File: src/ags_pkg.sv
package ags_pkg;
  // ==========================================================================
  // Frame layout
  // ==========================================================================
  localparam logic [7:0]  HDR0        = 8'hAA;
  localparam logic [7:0]  HDR1        = 8'h88;
  localparam logic [7:0]  TRL0        = 8'h88;
  localparam logic [7:0]  TRL1        = 8'hAA;
  localparam logic [7:0]  MAIN_SET    = 8'hE3;
  localparam logic [7:0]  MAIN_QRY    = 8'hE4;
  localparam logic [7:0]  MAIN_SET_RP = 8'hF3;
  localparam logic [7:0]  MAIN_QRY_RP = 8'hF4;
  localparam logic [7:0]  SUB_GROUP   = 8'h13;
  localparam logic [7:0]  ST_OK       = 8'h00;
  localparam logic [7:0]  ST_FAIL     = 8'h01;
  localparam logic [7:0]  CHECK_BYTE  = 8'h00;
  localparam logic [4:0]  SET_LEN     = 5'h10;
  localparam logic [4:0]  QRY_LEN     = 5'h0F;
  localparam logic [4:0]  REPLY_LEN   = 5'h10;
  localparam logic [4:0]  POS_MAIN    = 5'h04;
  localparam logic [4:0]  POS_SUB     = 5'h05;
  localparam logic [4:0]  POS_LEN_LO  = 5'h09;
  localparam logic [4:0]  POS_DATA    = 5'h0A;
  localparam logic [4:0]  GROUP_MAX   = 5'h10;
  localparam logic [4:0]  GROUP_RST   = 5'h01;
  localparam int          FIFO_W      = 8;
  localparam int          FIFO_D      = 8;
endpackage : ags_pkg

File: src/ags_selector.sv
// Behaviour
// Group comes from switches or host command.
// Exactly one source active, fixed by configuration.
// Four switch inputs encode sixteen groups.
// Group equals switch value plus one.
// Frames start AA8888AA, end 88AAAA88.
// Bytes 6-9 hold frame length, MSB first.
// Set command: E3 13, group, zero check.
// Set command is always answered; malformed frames get no reply, only a cmd_error pulse, except a broken header, which is dropped with no pulse.
// Set reply F3 13, status 00/01.
// Set reply check zero, trailer 12-15.
// Query command: 15 bytes, E4 13.
// Query reply F4 13, current group.
// Query reply check zero, trailer 12-15.
// Bad group or switch mode fails.
module ags_selector
  import ags_pkg::*;
(
  input  wire logic       sys_clk,
  input  wire logic       rstn,
  input  wire logic       host_mode,
  input  wire logic       group_select_bit0,
  input  wire logic       group_select_bit1,
  input  wire logic       group_select_bit2,
  input  wire logic       group_select_bit3,
  input  wire logic [7:0] rx_data,
  input  wire logic       rx_valid,
  output logic            rx_ready,
  output logic      [7:0] tx_data,
  output logic            tx_valid,
  input  wire logic       tx_ready,
  output logic      [4:0] active_group,
  output logic            cmd_error
);
  typedef enum logic [1:0] {
    AGS_RX   = 2'b00,
    AGS_EXEC = 2'b01,
    AGS_TX   = 2'b10
  } ags_state_e;

  // ==========================================================================
  // Input synchronisers
  // ==========================================================================
  logic [4:0] sync1, sync2;
  always_ff @(posedge sys_clk or negedge rstn) begin
    if (!rstn) begin
      sync1 <= '0;
      sync2 <= '0;
    end else begin
      sync1 <= {host_mode, group_select_bit3, group_select_bit2,
                group_select_bit1, group_select_bit0};
      sync2 <= sync1;
    end
  end

  // ==========================================================================
  // Receive, execute and reply sequencer
  // ==========================================================================
  ags_state_e state, next_state;
  logic [4:0] idx, next_idx;
  logic [7:0] main_b, next_main_b;
  logic [7:0] sub_b, next_sub_b;
  logic       next_rx_ready;
  logic [7:0] data_b, next_data_b;
  logic [7:0] reply, next_reply;
  logic       bad, next_bad;
  logic       is_rply_set, next_is_rply_set;
  logic [4:0] host_group, next_host_group;
  logic [4:0] next_active;
  logic       next_err;
  logic [7:0] exp_b;
  logic [7:0] f_data;
  logic       f_valid, f_ready, f_in_ready;
  logic [7:0] tx_byte;
  logic       tx_push;
  logic       rx_take;
  logic       is_qry;
  logic [4:0] last_idx;

  assign rx_take = rx_valid && rx_ready;
  assign is_qry  = (main_b == MAIN_QRY);
  assign last_idx = (is_qry ? QRY_LEN : SET_LEN) - 5'h01;

  // Expected fixed byte for the current receive position.
  always_comb begin
    exp_b = rx_data;
    if (idx == 5'h00 || idx == 5'h03) exp_b = HDR0;
    else if (idx == 5'h01 || idx == 5'h02) exp_b = HDR1;
    else if (idx >= 5'h06 && idx < POS_LEN_LO) exp_b = 8'h00;
    else if (idx == POS_LEN_LO) exp_b = {3'h0, is_qry ? QRY_LEN : SET_LEN};
    else if (idx > last_idx - 5'h04) begin
      exp_b = (idx == last_idx - 5'h03 || idx == last_idx) ? TRL0 : TRL1;
    end else if (idx == last_idx - 5'h04) exp_b = CHECK_BYTE;
  end

  // Reply byte for the current transmit position.
  always_comb begin
    case (idx)
      5'h00, 5'h03: tx_byte = HDR0;
      5'h01, 5'h02: tx_byte = HDR1;
      POS_MAIN:     tx_byte = is_rply_set ? MAIN_SET_RP : MAIN_QRY_RP;
      POS_SUB:      tx_byte = SUB_GROUP;
      POS_LEN_LO:   tx_byte = {3'h0, REPLY_LEN};
      POS_DATA:     tx_byte = reply;
      5'h0B:        tx_byte = CHECK_BYTE;
      5'h0C, 5'h0F: tx_byte = TRL0;
      5'h0D, 5'h0E: tx_byte = TRL1;
      default:      tx_byte = 8'h00;
    endcase
  end

  assign tx_push = (state == AGS_TX) && f_in_ready;

  always_comb begin
    next_state       = state;
    next_idx         = idx;
    next_main_b      = main_b;
    next_sub_b       = sub_b;
    next_data_b      = data_b;
    next_reply       = reply;
    next_bad         = bad;
    next_is_rply_set = is_rply_set;
    next_host_group  = host_group;
    next_err         = 1'b0;
    next_active      = sync2[4] ? host_group : 5'({1'b0, sync2[3:0]} + 5'h01);
    case (state)
      AGS_RX: begin
        if (rx_take) begin
          if (idx == POS_MAIN) next_main_b = rx_data;
          if (idx == POS_SUB) next_sub_b = rx_data;
          if (idx == POS_DATA && !is_qry) next_data_b = rx_data;
          if (idx == POS_MAIN && rx_data != MAIN_SET && rx_data != MAIN_QRY) next_bad = 1'b1;
          if (idx > POS_SUB && rx_data != exp_b) next_bad = 1'b1;
          if (idx < POS_MAIN && rx_data != exp_b) begin
            // Resynchronise on a broken header.
            next_idx = (rx_data == HDR0) ? 5'h01 : 5'h00;
          end else if (idx > POS_SUB && idx == last_idx) begin
            next_state = AGS_EXEC;
            next_idx   = 5'h00;
          end else begin
            next_idx = 5'(idx + 5'h01);
          end
        end
      end
      AGS_EXEC: begin
        next_state = AGS_RX;
        next_bad   = 1'b0;
        if (bad || sub_b != SUB_GROUP) begin
          next_err = 1'b1;
        end else if (is_qry) begin
          next_is_rply_set = 1'b0;
          next_reply       = {3'h0, active_group};
          next_state       = AGS_TX;
        end else begin
          next_is_rply_set = 1'b1;
          next_state       = AGS_TX;
          if (sync2[4] && data_b >= 8'h01 && data_b <= {3'h0, GROUP_MAX}) begin
            next_host_group = data_b[4:0];
            next_reply      = ST_OK;
          end else begin
            next_reply = ST_FAIL;
          end
        end
      end
      AGS_TX: begin
        if (tx_push) begin
          next_idx = 5'(idx + 5'h01);
          if (idx == REPLY_LEN - 5'h01) begin
            next_state = AGS_RX;
            next_idx   = 5'h00;
          end
        end
      end
      default: next_state = AGS_RX;
    endcase
    next_rx_ready = (next_state == AGS_RX);
  end

  always_ff @(posedge sys_clk or negedge rstn) begin
    if (!rstn) begin
      state        <= AGS_RX;
      idx          <= '0;
      main_b       <= '0;
      sub_b        <= '0;
      data_b       <= '0;
      reply        <= '0;
      bad          <= 1'b0;
      is_rply_set  <= 1'b0;
      host_group   <= GROUP_RST;
      active_group <= GROUP_RST;
      cmd_error    <= 1'b0;
      rx_ready     <= 1'b0;
    end else begin
      state        <= next_state;
      idx          <= next_idx;
      main_b       <= next_main_b;
      sub_b        <= next_sub_b;
      data_b       <= next_data_b;
      reply        <= next_reply;
      bad          <= next_bad;
      is_rply_set  <= next_is_rply_set;
      host_group   <= next_host_group;
      active_group <= next_active;
      cmd_error    <= next_err;
      rx_ready     <= next_rx_ready;
    end
  end

  // ==========================================================================
  // Reply buffer
  // ==========================================================================
  ags_fifo #(.W(FIFO_W), .D(FIFO_D)) u_fifo (
    .sys_clk   (sys_clk),
    .rstn      (rstn),
    .in_data   (tx_byte),
    .in_valid  (state == AGS_TX),
    .in_ready  (f_in_ready),
    .out_data  (f_data),
    .out_valid (f_valid),
    .out_ready (f_ready)
  );

  // Output stage keeps tx_data and tx_valid registered.
  logic       next_tx_valid;
  logic [7:0] next_tx_data;
  assign f_ready       = !tx_valid || tx_ready;
  assign next_tx_valid = f_ready ? f_valid : tx_valid;
  assign next_tx_data  = (f_ready && f_valid) ? f_data : tx_data;
  always_ff @(posedge sys_clk or negedge rstn) begin
    if (!rstn) begin
      tx_valid <= 1'b0;
      tx_data  <= '0;
    end else begin
      tx_valid <= next_tx_valid;
      tx_data  <= next_tx_data;
    end
  end

  // ==========================================================================
  // Checks
  // ==========================================================================
  property p_sw_group;
    @(posedge sys_clk) disable iff (!rstn)
    !sync2[4] |=> active_group == 5'($past(sync2[3:0]) + 5'h01);
  endproperty
  a_sw_group: assert property (p_sw_group) else $error("switch group wrong");

  property p_range;
    @(posedge sys_clk) disable iff (!rstn)
    active_group >= 5'h01 && active_group <= GROUP_MAX;
  endproperty
  a_range: assert property (p_range) else $error("group out of range");

  property p_fail;
    @(posedge sys_clk) disable iff (!rstn)
    state == AGS_EXEC && !bad && sub_b == SUB_GROUP && !is_qry && !sync2[4]
      |=> reply == ST_FAIL && $stable(host_group);
  endproperty
  a_fail: assert property (p_fail) else $error("set in switch mode not refused");

  property p_answer;
    @(posedge sys_clk) disable iff (!rstn)
    state == AGS_EXEC && !bad && sub_b == SUB_GROUP |=> state == AGS_TX;
  endproperty
  a_answer: assert property (p_answer) else $error("command not answered");

  property p_hdr;
    @(posedge sys_clk) disable iff (!rstn)
    tx_push && idx == 5'h00 |-> tx_byte == HDR0;
  endproperty
  a_hdr: assert property (p_hdr) else $error("bad reply header");

  property p_len;
    @(posedge sys_clk) disable iff (!rstn)
    tx_push && idx == POS_LEN_LO |-> tx_byte == 8'h10;
  endproperty
  a_len: assert property (p_len) else $error("bad reply length");

  property p_qry;
    @(posedge sys_clk) disable iff (!rstn)
    tx_push && idx == POS_DATA && !is_rply_set |-> tx_byte == {3'h0, active_group};
  endproperty
  a_qry: assert property (p_qry) else $error("query reply group wrong");

  property p_main;
    @(posedge sys_clk) disable iff (!rstn)
    tx_push && idx == POS_MAIN |-> tx_byte == (is_rply_set ? 8'hF3 : 8'hF4);
  endproperty
  a_main: assert property (p_main) else $error("reply main code wrong");

  property p_tail;
    @(posedge sys_clk) disable iff (!rstn)
    tx_push && idx == 5'h0B |-> tx_byte == 8'h00;
  endproperty
  a_tail: assert property (p_tail) else $error("reply check byte not zero");
endmodule : ags_selector

File: src/ags_fifo.sv
module ags_fifo #(
  parameter int W = 8,
  parameter int D = 8
) (
  input  wire logic         sys_clk,
  input  wire logic         rstn,
  input  wire logic [W-1:0] in_data,
  input  wire logic         in_valid,
  output logic              in_ready,
  output logic      [W-1:0] out_data,
  output logic              out_valid,
  input  wire logic         out_ready
);
  localparam int AW = $clog2(D);
  logic [W-1:0] mem [D];
  logic [AW-1:0] wp, rp, next_wp, next_rp;
  logic [AW:0]   cnt, next_cnt;
  logic          wr, rd;
  logic          next_in_ready, next_out_valid;

  always_comb begin
    wr       = in_valid && in_ready;
    rd       = out_valid && out_ready;
    next_wp  = wr ? AW'(wp + 1'b1) : wp;
    next_rp  = rd ? AW'(rp + 1'b1) : rp;
    next_cnt = (AW+1)'(cnt + {{AW{1'b0}}, wr} - {{AW{1'b0}}, rd});
    next_in_ready  = next_cnt < (AW+1)'(D);
    next_out_valid = next_cnt != '0;
  end

  always_ff @(posedge sys_clk or negedge rstn) begin
    if (!rstn) begin
      wp        <= '0;
      rp        <= '0;
      cnt       <= '0;
      in_ready  <= 1'b0;
      out_valid <= 1'b0;
    end else begin
      wp        <= next_wp;
      rp        <= next_rp;
      cnt       <= next_cnt;
      in_ready  <= next_in_ready;
      out_valid <= next_out_valid;
    end
  end

  always_ff @(posedge sys_clk) begin
    if (wr) begin
      mem[wp] <= in_data;
    end
  end

  assign out_data = mem[rp];
endmodule : ags_fifo

File: config.mk
export PLATFORM = sky130hd
export DESIGN_NAME = ags_selector
export DESIGN_NICKNAME = d
export VERILOG_FILES = /design/src/ags_pkg.sv /design/src/ags_selector.sv /design/src/ags_fifo.sv
export SDC_FILE = /design/constraint.sdc
export NUM_CORES = 1
export LEC_CHECK = 0
export ABC_AREA = 1
export BUFFER_PORTS_ARGS = -buffer_cell sky130_fd_sc_hd__buf_2
export CORE_MARGIN = 4
export CORE_UTILIZATION = 42
export CTS_CLUSTER_SIZE = 10
export DETAILED_ROUTE_END_ITERATION = 8
export PLACE_DENSITY = 0.69
export SYNTH_ARGS = -nofsm -noshare
export SYNTH_HDL_FRONTEND = slang
export SYNTH_SLANG_ARGS = --single-unit
File: constraint.sdc
create_clock -name sys_clk -period 2.3 [get_ports sys_clk]
set_input_delay 0.115 -clock sys_clk [delete_from_list [all_inputs] [get_ports sys_clk]]
set_output_delay 0.115 -clock sys_clk [all_outputs]
set_load 0.01 [all_outputs]
Word-level counts from Yosys, hierarchy flattened
Memory sizes are Yosys's and may differ from the RTL's. A register that Yosys moved wholly into a read port is not among the register bits.
Cells that the tools add are included.

word-level totals
  flip-flop bits (word level) = 76
  memory bits (writable) = 64
  input port bits = 17
  output and inout port bits = 16
  word-level logic and storage cells = 136
  memories kept = 1

operators by class
  add/sub/neg operators = 9
  order comparisons = 8
  eq/ne operators = 25
  mux-type cells = 36
  bitwise gates (word level) = 2
  reductions and logical operators = 35

memory list
  memory      words  bits a word  rd ports  clocked after Yosys merged registers in  write ports  line            text
  u_fifo.mem  8      8            1         1                                        1            ags_fifo.sv:15  logic [W-1:0] mem [D];

operators with widths
  cell                                                               count
  2-to-1 mux 8 bit                                                   6
  case mux 8 bit (6 select lines)                                    1
  2-to-1 mux 5 bit                                                   8
  == test 5 x 4 -> 1 bit, second input constant                      6
  == test 8 bit, second input constant                               2
  != test 8 bit, second input constant                               2
  == test 5 bit                                                      3
  AND reduction 3 bit                                                5
  logical AND 1 bit                                                  12
  2-to-1 mux 2 bit                                                   6
  == test 5 x 2 -> 1 bit, second input constant                      2
  == test 5 x 3 -> 1 bit, second input constant                      2
  2-to-1 mux 1 bit                                                   10
  case mux 5 bit (2 select lines)                                    1
  greater-or-equal comparator 8 x 1 -> 1 bit, second input constant  1
  less-or-equal comparator 8 x 5 -> 1 bit, second input constant     1
  != test 8 x 5 -> 1 bit, second input constant                      1
  != test 8 bit                                                      1
  OR reduction 4 bit                                                 2
  adder 3 x 1 -> 3 bit, second input constant                        2
  2-to-1 mux 6 bit                                                   1
  case mux 2 bit (3 select lines)                                    1
  adder 4 x 1 -> 5 bit, second input constant                        1
  adder 5 x 1 -> 5 bit, second input constant                        1
  27 further kinds                                                   37

Longest topological paths before layout
Gate-level depths: netlist (run 1).

  word-level depth = 18
  gate-level depth with buffers = 23
  depth with buffers taken out = 23

Hierarchy
Synthesis (run 1) repeated with hierarchy kept, for this count alone.

second synthesis, totals
  cells, all modules = 782
  area total of the unflattened synthesis = 7,059.3 sq um

modules (own cells, without submodules)
  module        instances  cells each  area an instance (sq um)  sequential area each (sq um)
  ags_selector  1          431         3,560.9                   1,729.2
  ags_fifo      1          351         3,498.4                   2,222.1

Worst setup path after synthesis (run 1)
No wires, ideal clock.

  path kind = register -> register
  start = reg state[0]
  end = mem u_fifo.mem[0][0] (enable)
  library setup time = 383 ps
  data arrival time = 1,883 ps
  data required time = 1,917 ps
  path slack = 34 ps
  cell stages (with the launch flop) = 7
  path buffers = 0
  clock period less this slack = 2,266 ps
  path through = dfrtp_1 > nor2_1 > inv_1 > nor2_1 > inv_1 > or2_2 > nor3_1

on the way
  cells in the longest elaborated chain, start to end = 4

RTL lines
  item                                    line                 text
  from (decl)                             ags_selector.sv:59   ags_state_e state, next_state;
  from (signal assigned)                  ags_selector.sv:194  state <= next_state;
  == test 2 bit                           -
  logical AND 1 bit                       -
  net tx_push                             ags_selector.sv:75   logic tx_push;
  2-to-1 mux 1 bit                        ags_fifo.sv:48       if (wr) begin
  2-to-1 mux 1 bit (implied by the code)  ags_fifo.sv:49       mem[wp] <= in_data;
  to (decl)                               ags_fifo.sv:15

The timed path passes the listed nets, and every way through them passes these cells.

Worst setup path in the final report (run 1)
  start = reg main_b[0]
  end = reg bad

on the way
  cells in the longest elaborated chain, start to end = 17
  elaborated cells between the ends (all ways) = 24
  classes of those cells = 3 x add/sub; 1 x order compare; 6 x eq/ne; 11 x mux; 3 x reduce/logical

RTL lines
  item                                                                               line                 text
  from (decl)                                                                        ags_selector.sv:61   logic [7:0] main_b, next_main_b;
  from (signal assigned)                                                             ags_selector.sv:196  main_b <= next_main_b;
  == test 8 bit *                                                                    ags_selector.sv:81   assign is_qry = (main_b == MAIN_QRY);
  2-to-1 mux 5 bit *                                                                 ags_selector.sv:82   assign last_idx = (is_qry ? QRY_LEN : SET_LEN) - 5'h01;
  subtractor 5 x 1 -> 5 bit *                                                        ags_selector.sv:82
  net last_idx[0]                                                                    ags_selector.sv:78   logic [4:0] last_idx;
  parallel branches: the longest is 4 deep, another holds subtractor 5 x 3 -> 5 bit  -
  2-to-1 mux 8 bit *                                                                 ags_selector.sv:91   else if (idx > last_idx - 5'h04) begin
  2-to-1 mux 8 bit *                                                                 ags_selector.sv:90   else if (idx == POS_LEN_LO) exp_b = {3'h0, is_qry ? QRY_LEN : SET_LEN};
  2-to-1 mux 8 bit *                                                                 ags_selector.sv:89   else if (idx >= 5'h06 && idx < POS_LEN_LO) exp_b = 8'h00;
  2-to-1 mux 8 bit *                                                                 ags_selector.sv:88   else if (idx == 5'h01 || idx == 5'h02) exp_b = HDR1;
  2-to-1 mux 8 bit *                                                                 ags_selector.sv:87   if (idx == 5'h00 || idx == 5'h03) exp_b = HDR0;
  != test 8 bit *                                                                    ags_selector.sv:133  if (idx > POS_SUB && rx_data != exp_b) next_bad = 1'b1;
  logical AND 1 bit *                                                                ags_selector.sv:133
  2-to-1 mux 1 bit                                                                   ags_selector.sv:133
  2-to-1 mux 1 bit                                                                   ags_selector.sv:128  if (rx_take) begin
  case mux 1 bit (2 select lines)                                                    ags_selector.sv:126  case (state)
  to (signal assigned)                                                               ags_selector.sv:200  bad <= next_bad;
  to (decl)                                                                          ags_selector.sv:66   logic bad, next_bad;

Mark *: on every way through the listed nets, which the timed path passes. The select of a mux whose other input is x is not followed.
A chain may end at the register's enable or synchronous reset.

==> results of run 1 <==
## final timing paths
| check | to | startpoint | slack, ns | cells past startpoint |
|---|---|---|---|---|
| min in group asynchronous | u_fifo.cnt[0] | rstn | 0.30 | 2 |
| setup / recovery | bad | main_b[0] | -0.18 | 20 |
| max in group asynchronous | active_group[0] | rstn | 1.27 | 3 |
| setup reg to reg | bad | main_b[0] | -0.18 | 20 |
| hold reg to reg | sync2[2] | sync1[2] | 0.35 | 0 |
| hold / removal | data_b[4] | rx_data[4] | 0.07 | 3 |
## critical path, cell delays in order, from the launching register on
cell and delay, ns:
dfrtp_1 0.37, inv_1 0.05, nand2_1 0.06, nor2_2 0.13, nand2_2 0.09, ha_4 0.28
nand2_4 0.06, inv_4 0.06, nand3_4 0.09, nand2_2 0.10, nand3_2 0.07, nand2_2 0.07
nand2_1 0.05, nand2_1 0.06, nand2_1 0.06, nor3_2 0.22, nand3_2 0.18, o21ai_2 0.10
nand2_1 0.07, nand2_1 0.10, a21oi_1 0.06
## power breakdown
| group | total, mW | internal [mW] | switching (mW) |
|---|---|---|---|
| clock network | 2.68 | 1.69 | 0.986 |
| registers | 3.49 | 3.24 | 0.250 |
| logic | 3.16 | 1.12 | 2.04 |
| total | 9.33 | 6.06 | 3.27 |
## flip-flops by register name (all words and copies together), names as in the netlist, 8 cells and up
signal,cells
u_fifo.mem,64
data_b,8
main_b,8
sub_b,8
tx_data,8
## timing repair
item	4_1_cts	5_1_grt
endpoints found under the hold margin	63	0
hold buffers	7	0
setup endpoints to repair	6	6
pin swaps	8	13
resized for setup	16	10
setup buffers	1	0
gates cloned	0	0
## synth_stat cells, types with 2 or more instances
library cell,instances
inv_2,6
nor3_1,12
nand4_1,6
xnor2_1,4
a211oi_1,2
ha_1,14
nor2_1,66
clkbuf_1,15
o32ai_1,8
inv_1,62
nand3_1,21
nand2_1,141
nand3_2,6
edfxtp_1,64
nor2_4,3
o21ai_0,53
xor2_1,5
or2_2,2
a22o_1,4
dfstp_2,2
a31oi_1,3
mux2i_1,8
o221ai_1,8
and3_1,2
nor2_2,2
nand2_2,4
dfrtp_1,79
o211ai_1,8
a21oi_1,15
## kinds of logic (layout without fill, tap and decap cells)
family,after synthesis,in the layout
flops,145,145
fa+ha+maj,15,15
compound gates,105,105
xor+xnor,9,9
mux,8,8
buf+inv,85,168
simple gates,270,270
## cell type report
| cell class | instances | area share (%) |
|---|---|---|
| Clock inverter | 4 | 0.598 |
| Multi-Input combinational cell | 407 | 29.3 |
| Sequential cell | 145 | 51.0 |
| Timing Repair Buffer | 67 | 5.72 |
| Clock buffer | 28 | 6.95 |
| Inverter | 69 | 3.38 |
| Tap cell | 188 | 3.04 |
## layer usage
layer	up-vias	GRT usage (%)	share of wire, %
met3	24	5.04	5.8
met2	154	29.2	50
met4	0	6.24	1.8
li1	2304	-	-
met5	-	0	0
met1	2353	20.7	43
## through the flow
stage / hold WS (ns) / util [%]
2_1_floorplan: -0.181 / -
3_3_place_gp: 0.223 / 46.1
3_5_place_dp: 0.226 / 46.1
4_1_cts: 0.0556 / 50.9
5_1_grt: 0.0848 / 51.1
6_report: 0.0680 / 51.1
==> metrics, run 1 <==
Root Buffer clkbuf_16; total negative slack -0.913 ns; Synth Cell Area 6460 um^2; Multi-input gate area 2270 um^2; Critical Path Start Type flop; complex-gate fraction of the synthesized area 10.0%; TritonCTS clock tree done; drt drc 0; CP arrival 2.76 ns; fin cells 908; final period demand of the worst path 2.48 ns; Detail Route Antenna Nets 0; Placed Area 6990 um^2; Mapped Cells 637; total CTS buffers 17; most area-consuming cells after synthesis dfrtp_1 (31%), edfxtp_1 (30%), nand2_1 (8.2%); crit-path max FO 4; largest family of logic cells by synthesized area simple AND/OR/NAND/NOR gates; # clock sinks 145; Power, Total 9.33 mW; H-tree Lvls 4; Initial Util 42.6%; global placement routability congestion 0.887; WP data required 2.59 ns; Die X 132 um; Post-Synth Simple-Gate Area 18.3%; Iter 0 DRT Violations 367; Worst Skew 0.00614 ns; xor and xnor fraction of the mapped netlist area 1.22%; violated checks setup timing; nets 739; sequential area share after synthesis 61.2%; global-route wire length before repair 23.7 mm; FF+latch count, synth 145; Most used DFF post-synth dfrtp_1; Crit Path Category flop to flop; EDFF count, synth 64; FP Rows 45; asr flop ratio synth 55.9%; Yosys warnings 0; Die Y 132 um; share of cells above drive strength 1 18.8%; Least-Margin Pin Slew 0.998 ns; Ports 33; input/output buffers 32; post-synthesis mux area share 1.24%; Die Footprint 17400 um^2; Hold WC Path Type primary input to flop; core area 15100 um^2; deepest clock path buffer count 2; post-route cell area 7750 um^2; outcome finished, violations left; Synth Area in Adders 3.02%; PD cells 1200 nW/um^2; Hold Violations, Final 0; Area Overhead vs Synth 20.0%; WL final 14.4 mm; CTS clk-pin slew, worst paths 0.06 ns; placed insts 868; GR Overflow Total 0; Leakage Power 3.42 nW; cell taking the most area after synthesis dfrtp_1; Yosys cell types 41; syn_nets 669; Via Count 4835; peak supply drop 0.718 mV; routed len/inst 15.8 um; f_max 403 MHz; RSZ-0062 raised after global routing true; antenna violations before repair 0; vias per cell 5.32; Setup Viol. Count Final 6; Worst Setup Slack, final -0.179 ns; post-synth top area share 30.6%; GRT Total Usage 17.1%; antenna cells 0; Final Cycle Share 108%; # Max-Cap Violations 0; CP endpoint kind flop; most frequent cells in the layout nand2_1 (132), dfrtp_1 (79), edfxtp_1 (64); FF+latch area 3950 um^2; setup slack at placement -0.137 ns; most common cell after layout, fill and taps aside nand2_1; Worst-Skew Late Latency 0.42 ns; post-synthesis area per instance 10.1 um^2; DRT Pass-1 Iters 5; vias in the first global route 4899; Fillers 1356; HPWL Detailed 9.86 mm; Slew HR 32.7%; Final Max Tran Viols 0; pin count of the biggest net entering global routing 61
(Power assumes the default switching activity.)
==> run 2: changes to the inputs <==
- HOLD_SLACK_MARGIN: default -> 0.12
==> run 2 against run 1 <==
The flow still finishes with violations (setup timing). Setup slack improved by 0.0050 ns. Power is essentially flat. Die area is the same. Sequential power about the same. Combinational power about the same. Utilization increased by 0.33 points. Critical path type unchanged. Highest routed layer unchanged.
==> metrics, run 2 (synthesized netlist as in run 1, its figures left out) <==
Slew HR 33.5%; Via Count 4840; Initial Util 42.6%; Die Footprint 17400 um^2; share of cells above drive strength 1 18.6%; HPWL Detailed 9.86 mm; global-route wire length before repair 23.7 mm; most common cell after layout, fill and taps aside nand2_1; placed insts 868; drt drc 0; FF+latch area 3950 um^2; Root Buffer clkbuf_16; fin util 51.5%; Hold Violations, Final 0; Worst Skew 0.00620 ns; critical path's slowest cell dfrtp_1; # Max-Cap Violations 0; Final Max Tran Viols 0; TritonCTS clock tree done; Detail Route Antenna Nets 0; f_max 404 MHz; WL final 14.4 mm; pin count of the biggest net entering global routing 61; Final Cycle Share 108%; Ports 33; Iter 0 DRT Violations 360; Worst Setup Slack, final -0.174 ns; outcome finished, violations left; GR Overflow Total 0; nets 744; cells along the critical path inv_1 -> nand2_1 -> nor2_2 -> nand2_2 -> ha_4 -> nand2_4 -> inv_4 -> nand3_4 -> nand2_2 -> nand3_2 -> nand2_2 -> nand2_1 -> nand2_1 -> nand2_1 -> nor3_2 -> nand3_2 -> o21ai_2 -> nand2_1 -> nand2_1 -> a21oi_1; core area 15100 um^2; antenna violations before repair 0; Leakage Power 3.44 nW; slowest cell delay on critical path 0.37 ns; most frequent cells in the layout nand2_1 (132), dfrtp_1 (79), edfxtp_1 (64); kind of cell adding the most delay to the critical path simple AND/OR/NAND/NOR gates; antenna cells 0; RSZ-0062 raised after global routing true; routed len/inst 15.8 um; CP endpoint kind flop; WP data required 2.58 ns; Fillers 1352; Area Overhead vs Synth 20.8%; GRT Total Usage 17.1%; Most Frequent Cell on Critical Path nand2_1; vias in the first global route 4904; CTS clk-pin slew, worst paths 0.06 ns; Least-Margin Pin Slew 0.987 ns; Min Hold Slack 0.155 ns; DRT Pass-1 Iters 6; setup slack at placement -0.137 ns; Worst-Skew Late Latency 0.42 ns; Crit Path Category flop to flop; CP arrival 2.76 ns; fin cells 913; Critical Path Start Type flop; Most flops, register u_fifo.mem; deepest clock path buffer count 2; total CTS buffers 17; crit-path max FO 4; # clock sinks 145; Placed Area 6990 um^2; max reg flops 64; violated checks setup timing; Hold WC Path Type primary input to flop; H-tree Lvls 4; PD cells 1200 nW/um^2; Setup Viol. Count Final 6; FP Rows 45; vias per cell 5.30; Buf/Inv on CP 2; input/output buffers 32; Die Y 132 um; post-route cell area 7800 um^2; Die X 132 um; final period demand of the worst path 2.47 ns; peak supply drop 0.732 mV; global placement routability congestion 0.887; Multi-input gate area 2270 um^2
-- run 2: changes by cell type in the layout (fill, tap and decap cells not counted) --
cell | previous run | this run
dlygate4sd3_1 | 7 | 12
-- run 2: report_power, final --
| group | switching, mW | internal (mW) |
|---|---|---|
| clock | 0.987 | 1.70 |
| combinational | 2.03 | 1.13 |
| sequential | 0.249 | 3.24 |
-- run 2: per-layer routing --
metal / up-vias / wire length [um] / GRT usage, %
met5: - / 0 / 0
met4: 0 / 235 / 6.24
met3: 22 / 849 / 5.04
met2: 144 / 7200 / 29.4
met1: 2362 / 6110 / 20.6
li1: 2312 / - / -
-- run 2: stage by stage --
stage	TNS (ns)	power (mW)
final	-0.865	9.33
after global routing	-1.94	9.94
after CTS	-0.677	9.34
after detailed placement	-0.643	6.48
after global placement	0	6.31
after floorplan	0	5.60
-- run 2: timing repair --
item                                    in CTS  in global routing
setup buffers                                1                  0
gates resized for setup                     16                 10
endpoints found under the setup margin       6                  6
hold buffers                                12                  0
hold endpoints to repair                    75                  0
pin swaps                                    8                 13
-- run 2: path summary, 6_finish.rpt --
| path | startpoint | end | slack (ns) | cells after the start |
|---|---|---|---|---|
| setup / recovery | main_b[0] | bad | -0.17 | 20 |
| hold / removal | rx_data[1] | data_b[1] | 0.15 | 3 |
| setup reg to reg | main_b[0] | bad | -0.17 | 20 |
| hold reg to reg | sync1[2] | sync2[2] | 0.35 | 0 |
| max in group asynchronous | rstn | active_group[0] | 1.27 | 3 |
| min in group asynchronous | rstn | u_fifo.cnt[0] | 0.30 | 2 |
-- run 2: tightest hold or removal path, cell delays in order --
cell and delay (ns):
buf_2 0.11, inv_1 0.13, o21ai_0 0.18
-- run 2: area by class of cell --
cell class              instances  share of cell area, %
clock buffers                  28                   6.90
clock inverters                 4                  0.594
inverters                      69                   3.35
multi-input cells             407                   29.1
flip-flops and latches        145                   50.7
well taps                     188                   3.02
repair buffers                 72                   6.32
==> run 3: changes to the inputs <==
- ABC_AREA: 1 -> default
- BUFFER_PORTS_ARGS: -buffer_cell sky130_fd_sc_hd__buf_2 -> default
- DONT_BUFFER_PORTS: default -> 1
- PLACE_DENSITY: 0.69 -> 0.68
==> run 3 against run 2 <==
The flow still finishes with violations (setup timing). Global-route usage increased by 0.92 points. Synthesized area is 1.2% higher. Non-clock buffer count up 41. First-iteration DRC count shrank 16%. Routed wire length grew 5.5%. Synthesized cell count down 22%. Sequential share of layout area decreased by 2.9 points. Utilization up 2.9 points. Power is 5.5% higher. Maximum frequency decreased by 21%. Largest power group unchanged. Highest routed layer is now met5.
==> metrics, run 3 <==
Iter 0 DRT Violations 304; FF-to-FF path depth 13; peak supply drop 0.755 mV; Die Y 133 um; reg2reg end idx[0]; cell taking the most area after synthesis dfrtp_1; core area 15200 um^2; Crit Path Category flop to flop; WP data required 2.65 ns; Worst Hold Endpoint bad; Ports 33; GRT Total Usage 18.1%; Hold WC Path Type primary input to flop; # clock sinks 145; most frequent cells after synthesis dfrtp_1 (79), edfxtp_1 (64), nand2_1 (64), o21ai_0 (30), mux2_2 (28); # Max-Cap Violations 0; outcome finished, violations left; Worst Skew 0.00804 ns; GR Overflow Total 0; global-route wire length before repair 24.6 mm; Synth Cell Area 6530 um^2; Yosys warnings 0; final period demand of the worst path 3.14 ns; Initial Util 43.0%; sequential area share after synthesis 60.5%; total CTS buffers 17; Worst-Skew Late Latency 0.42 ns; Setup Viol. Count Final 6; EDFF count, synth 64; syn_nets 526; TritonCTS clock tree done; max reg flops 64; post-synthesis area per instance 13.2 um^2; cell with the most instances after synthesis dfrtp_1; Critical Path Start Type flop; RR Startpoint main_b[0]; violated checks setup timing; Die Footprint 17600 um^2; antenna violations before repair 1; Most used DFF post-synth dfrtp_1; f_max 319 MHz; Via Count 4375; Slew HR 47.1%; Most flops, register u_fifo.mem; Root Buffer clkbuf_16; drt drc 0; most area-consuming cells after synthesis dfrtp_1 (30%), edfxtp_1 (29%), mux4_2 (5.5%); FP Rows 45; share of cells above drive strength 1 34.1%; Hold Violations, Final 0; post-synth top area share 30.3%; CTS clk-pin slew, worst paths 0.06 ns; Least-Margin Pin Slew 0.794 ns; Die X 133 um; RSZ-0062 raised after global routing true; Area Overhead vs Synth 26.5%; setup slack at placement -0.907 ns; input/output buffers 0; asr flop ratio synth 55.9%; FF+latch count, synth 145; Final Max Tran Viols 0; vias per cell 5.41; PD cells 1190 nW/um^2; DRT Pass-1 Iters 4; CP arrival 3.49 ns; hold path depth 5; Leakage Power 3.45 nW; most frequent cells in the layout buf_4 (96), dfrtp_1 (79), edfxtp_1 (64); H-tree Lvls 4; WL final 15.2 mm; HPWL Detailed 10.2 mm; Placed Area 7280 um^2; global placement routability congestion 0.894; HP Start rx_data[1]; R2R setup slack -0.84 ns; Final Cycle Share 136%; most common cell after layout, fill and taps aside buf_4; crit-path max FO 4; Detail Route Antenna Nets 0; deepest clock path buffer count 2; pin count of the biggest net entering global routing 82; antenna cells 0; CP endpoint kind flop; nets 640; vias in the first global route 4612; post-route cell area 8260 um^2; routed len/inst 18.8 um; Yosys cell types 66; Mapped Cells 494; Worst Setup Slack, final -0.839 ns
[run 3: timing repair]
action | 4_1_cts | 5_1_grt
setup endpoints to repair | 23 | 60
setup buffers | 17 | 5
hold endpoints to repair | 113 | 0
pin swaps | 14 | 7
resized for setup | 6 | 23
hold buffers | 16 | 0
[run 3: worst max path at each step]
stage          cells past startpoint  slack [ns]     end      start
6_report                          13       -0.84  idx[0]  main_b[0]
5_1_grt                           12       -0.96     bad  main_b[0]
4_1_cts                           12       -0.84     bad  main_b[0]
3_5_place_dp                      13       -0.91     bad  main_b[3]
3_3_place_gp                      12       -0.88     bad  main_b[3]
2_1_floorplan                     12       -0.92     bad  main_b[3]
[run 3: kinds of logic after synthesis]
kind of cell             share of synthesized area (%)
XOR/XNOR                                          1.47
buffers and inverters                             2.68
multiplexers                                      12.3
AO/OA/AOI/OAI                                     7.12
adder cells (fa/ha/maj)                           2.99
AND/OR/NAND/NOR                                   13.0
flip-flops                                        60.5
[run 3: critical path, cell delays in order, from the launching register on]
cell and delay [ns]:
dfrtp_1 0.39, or4b_4 0.58, nor2_8 0.12, inv_4 0.04, ha_4 0.25, and2b_2 0.23, nand4_1 0.12, o41ai_4 0.12
or4_4 0.50, nand3_2 0.09, nor4_2 0.05, buf_4 0.14, or3_1 0.34, nand3_1 0.08
[run 3: cell type report]
| class | count | area, um^2 |
|---|---|---|
| Multi-Input combinational cell | 311 | 2540 |
| Timing Repair Buffer | 113 | 910 |
| Inverter | 20 | 77.6 |
| Clock buffer | 26 | 489 |
| Sequential cell | 145 | 3950 |
| Tap cell | 188 | 235 |
| Clock inverter | 6 | 58.8 |
| Fill cell | 1277 | 6940 |
[run 3: power breakdown]
| group | internal [mW] | leakage [nW] | switching (mW) | total, mW |
|---|---|---|---|---|
| sequential | 3.26 | 1.59 | 0.434 | 3.70 |
| combinational | 1.93 | 1.60 | 1.67 | 3.61 |
| clock | 1.57 | 0.264 | 0.972 | 2.54 |
[run 3: metrics by stage]
stage	cells	total power, mW	TNS, ns	utilization, %	hold WS [ns]
5_1_grt	809	10.4	-5.84	54.4	0.144
3_5_place_dp	741	6.92	-5.22	47.9	-0.179
2_1_floorplan	494	5.64	-4.80	-	-0.181
4_1_cts	806	9.67	-4.80	53.6	0.124
6_report	809	9.84	-4.81	54.4	0.126
3_3_place_gp	741	6.82	-4.93	47.9	-0.179
[run 3: routing by layer]
metal,global-route usage [%],wire length [um]
met5,0,20
met2,30.1,7680
met3,4.68,911
met1,23.1,6240
met4,6.12,342
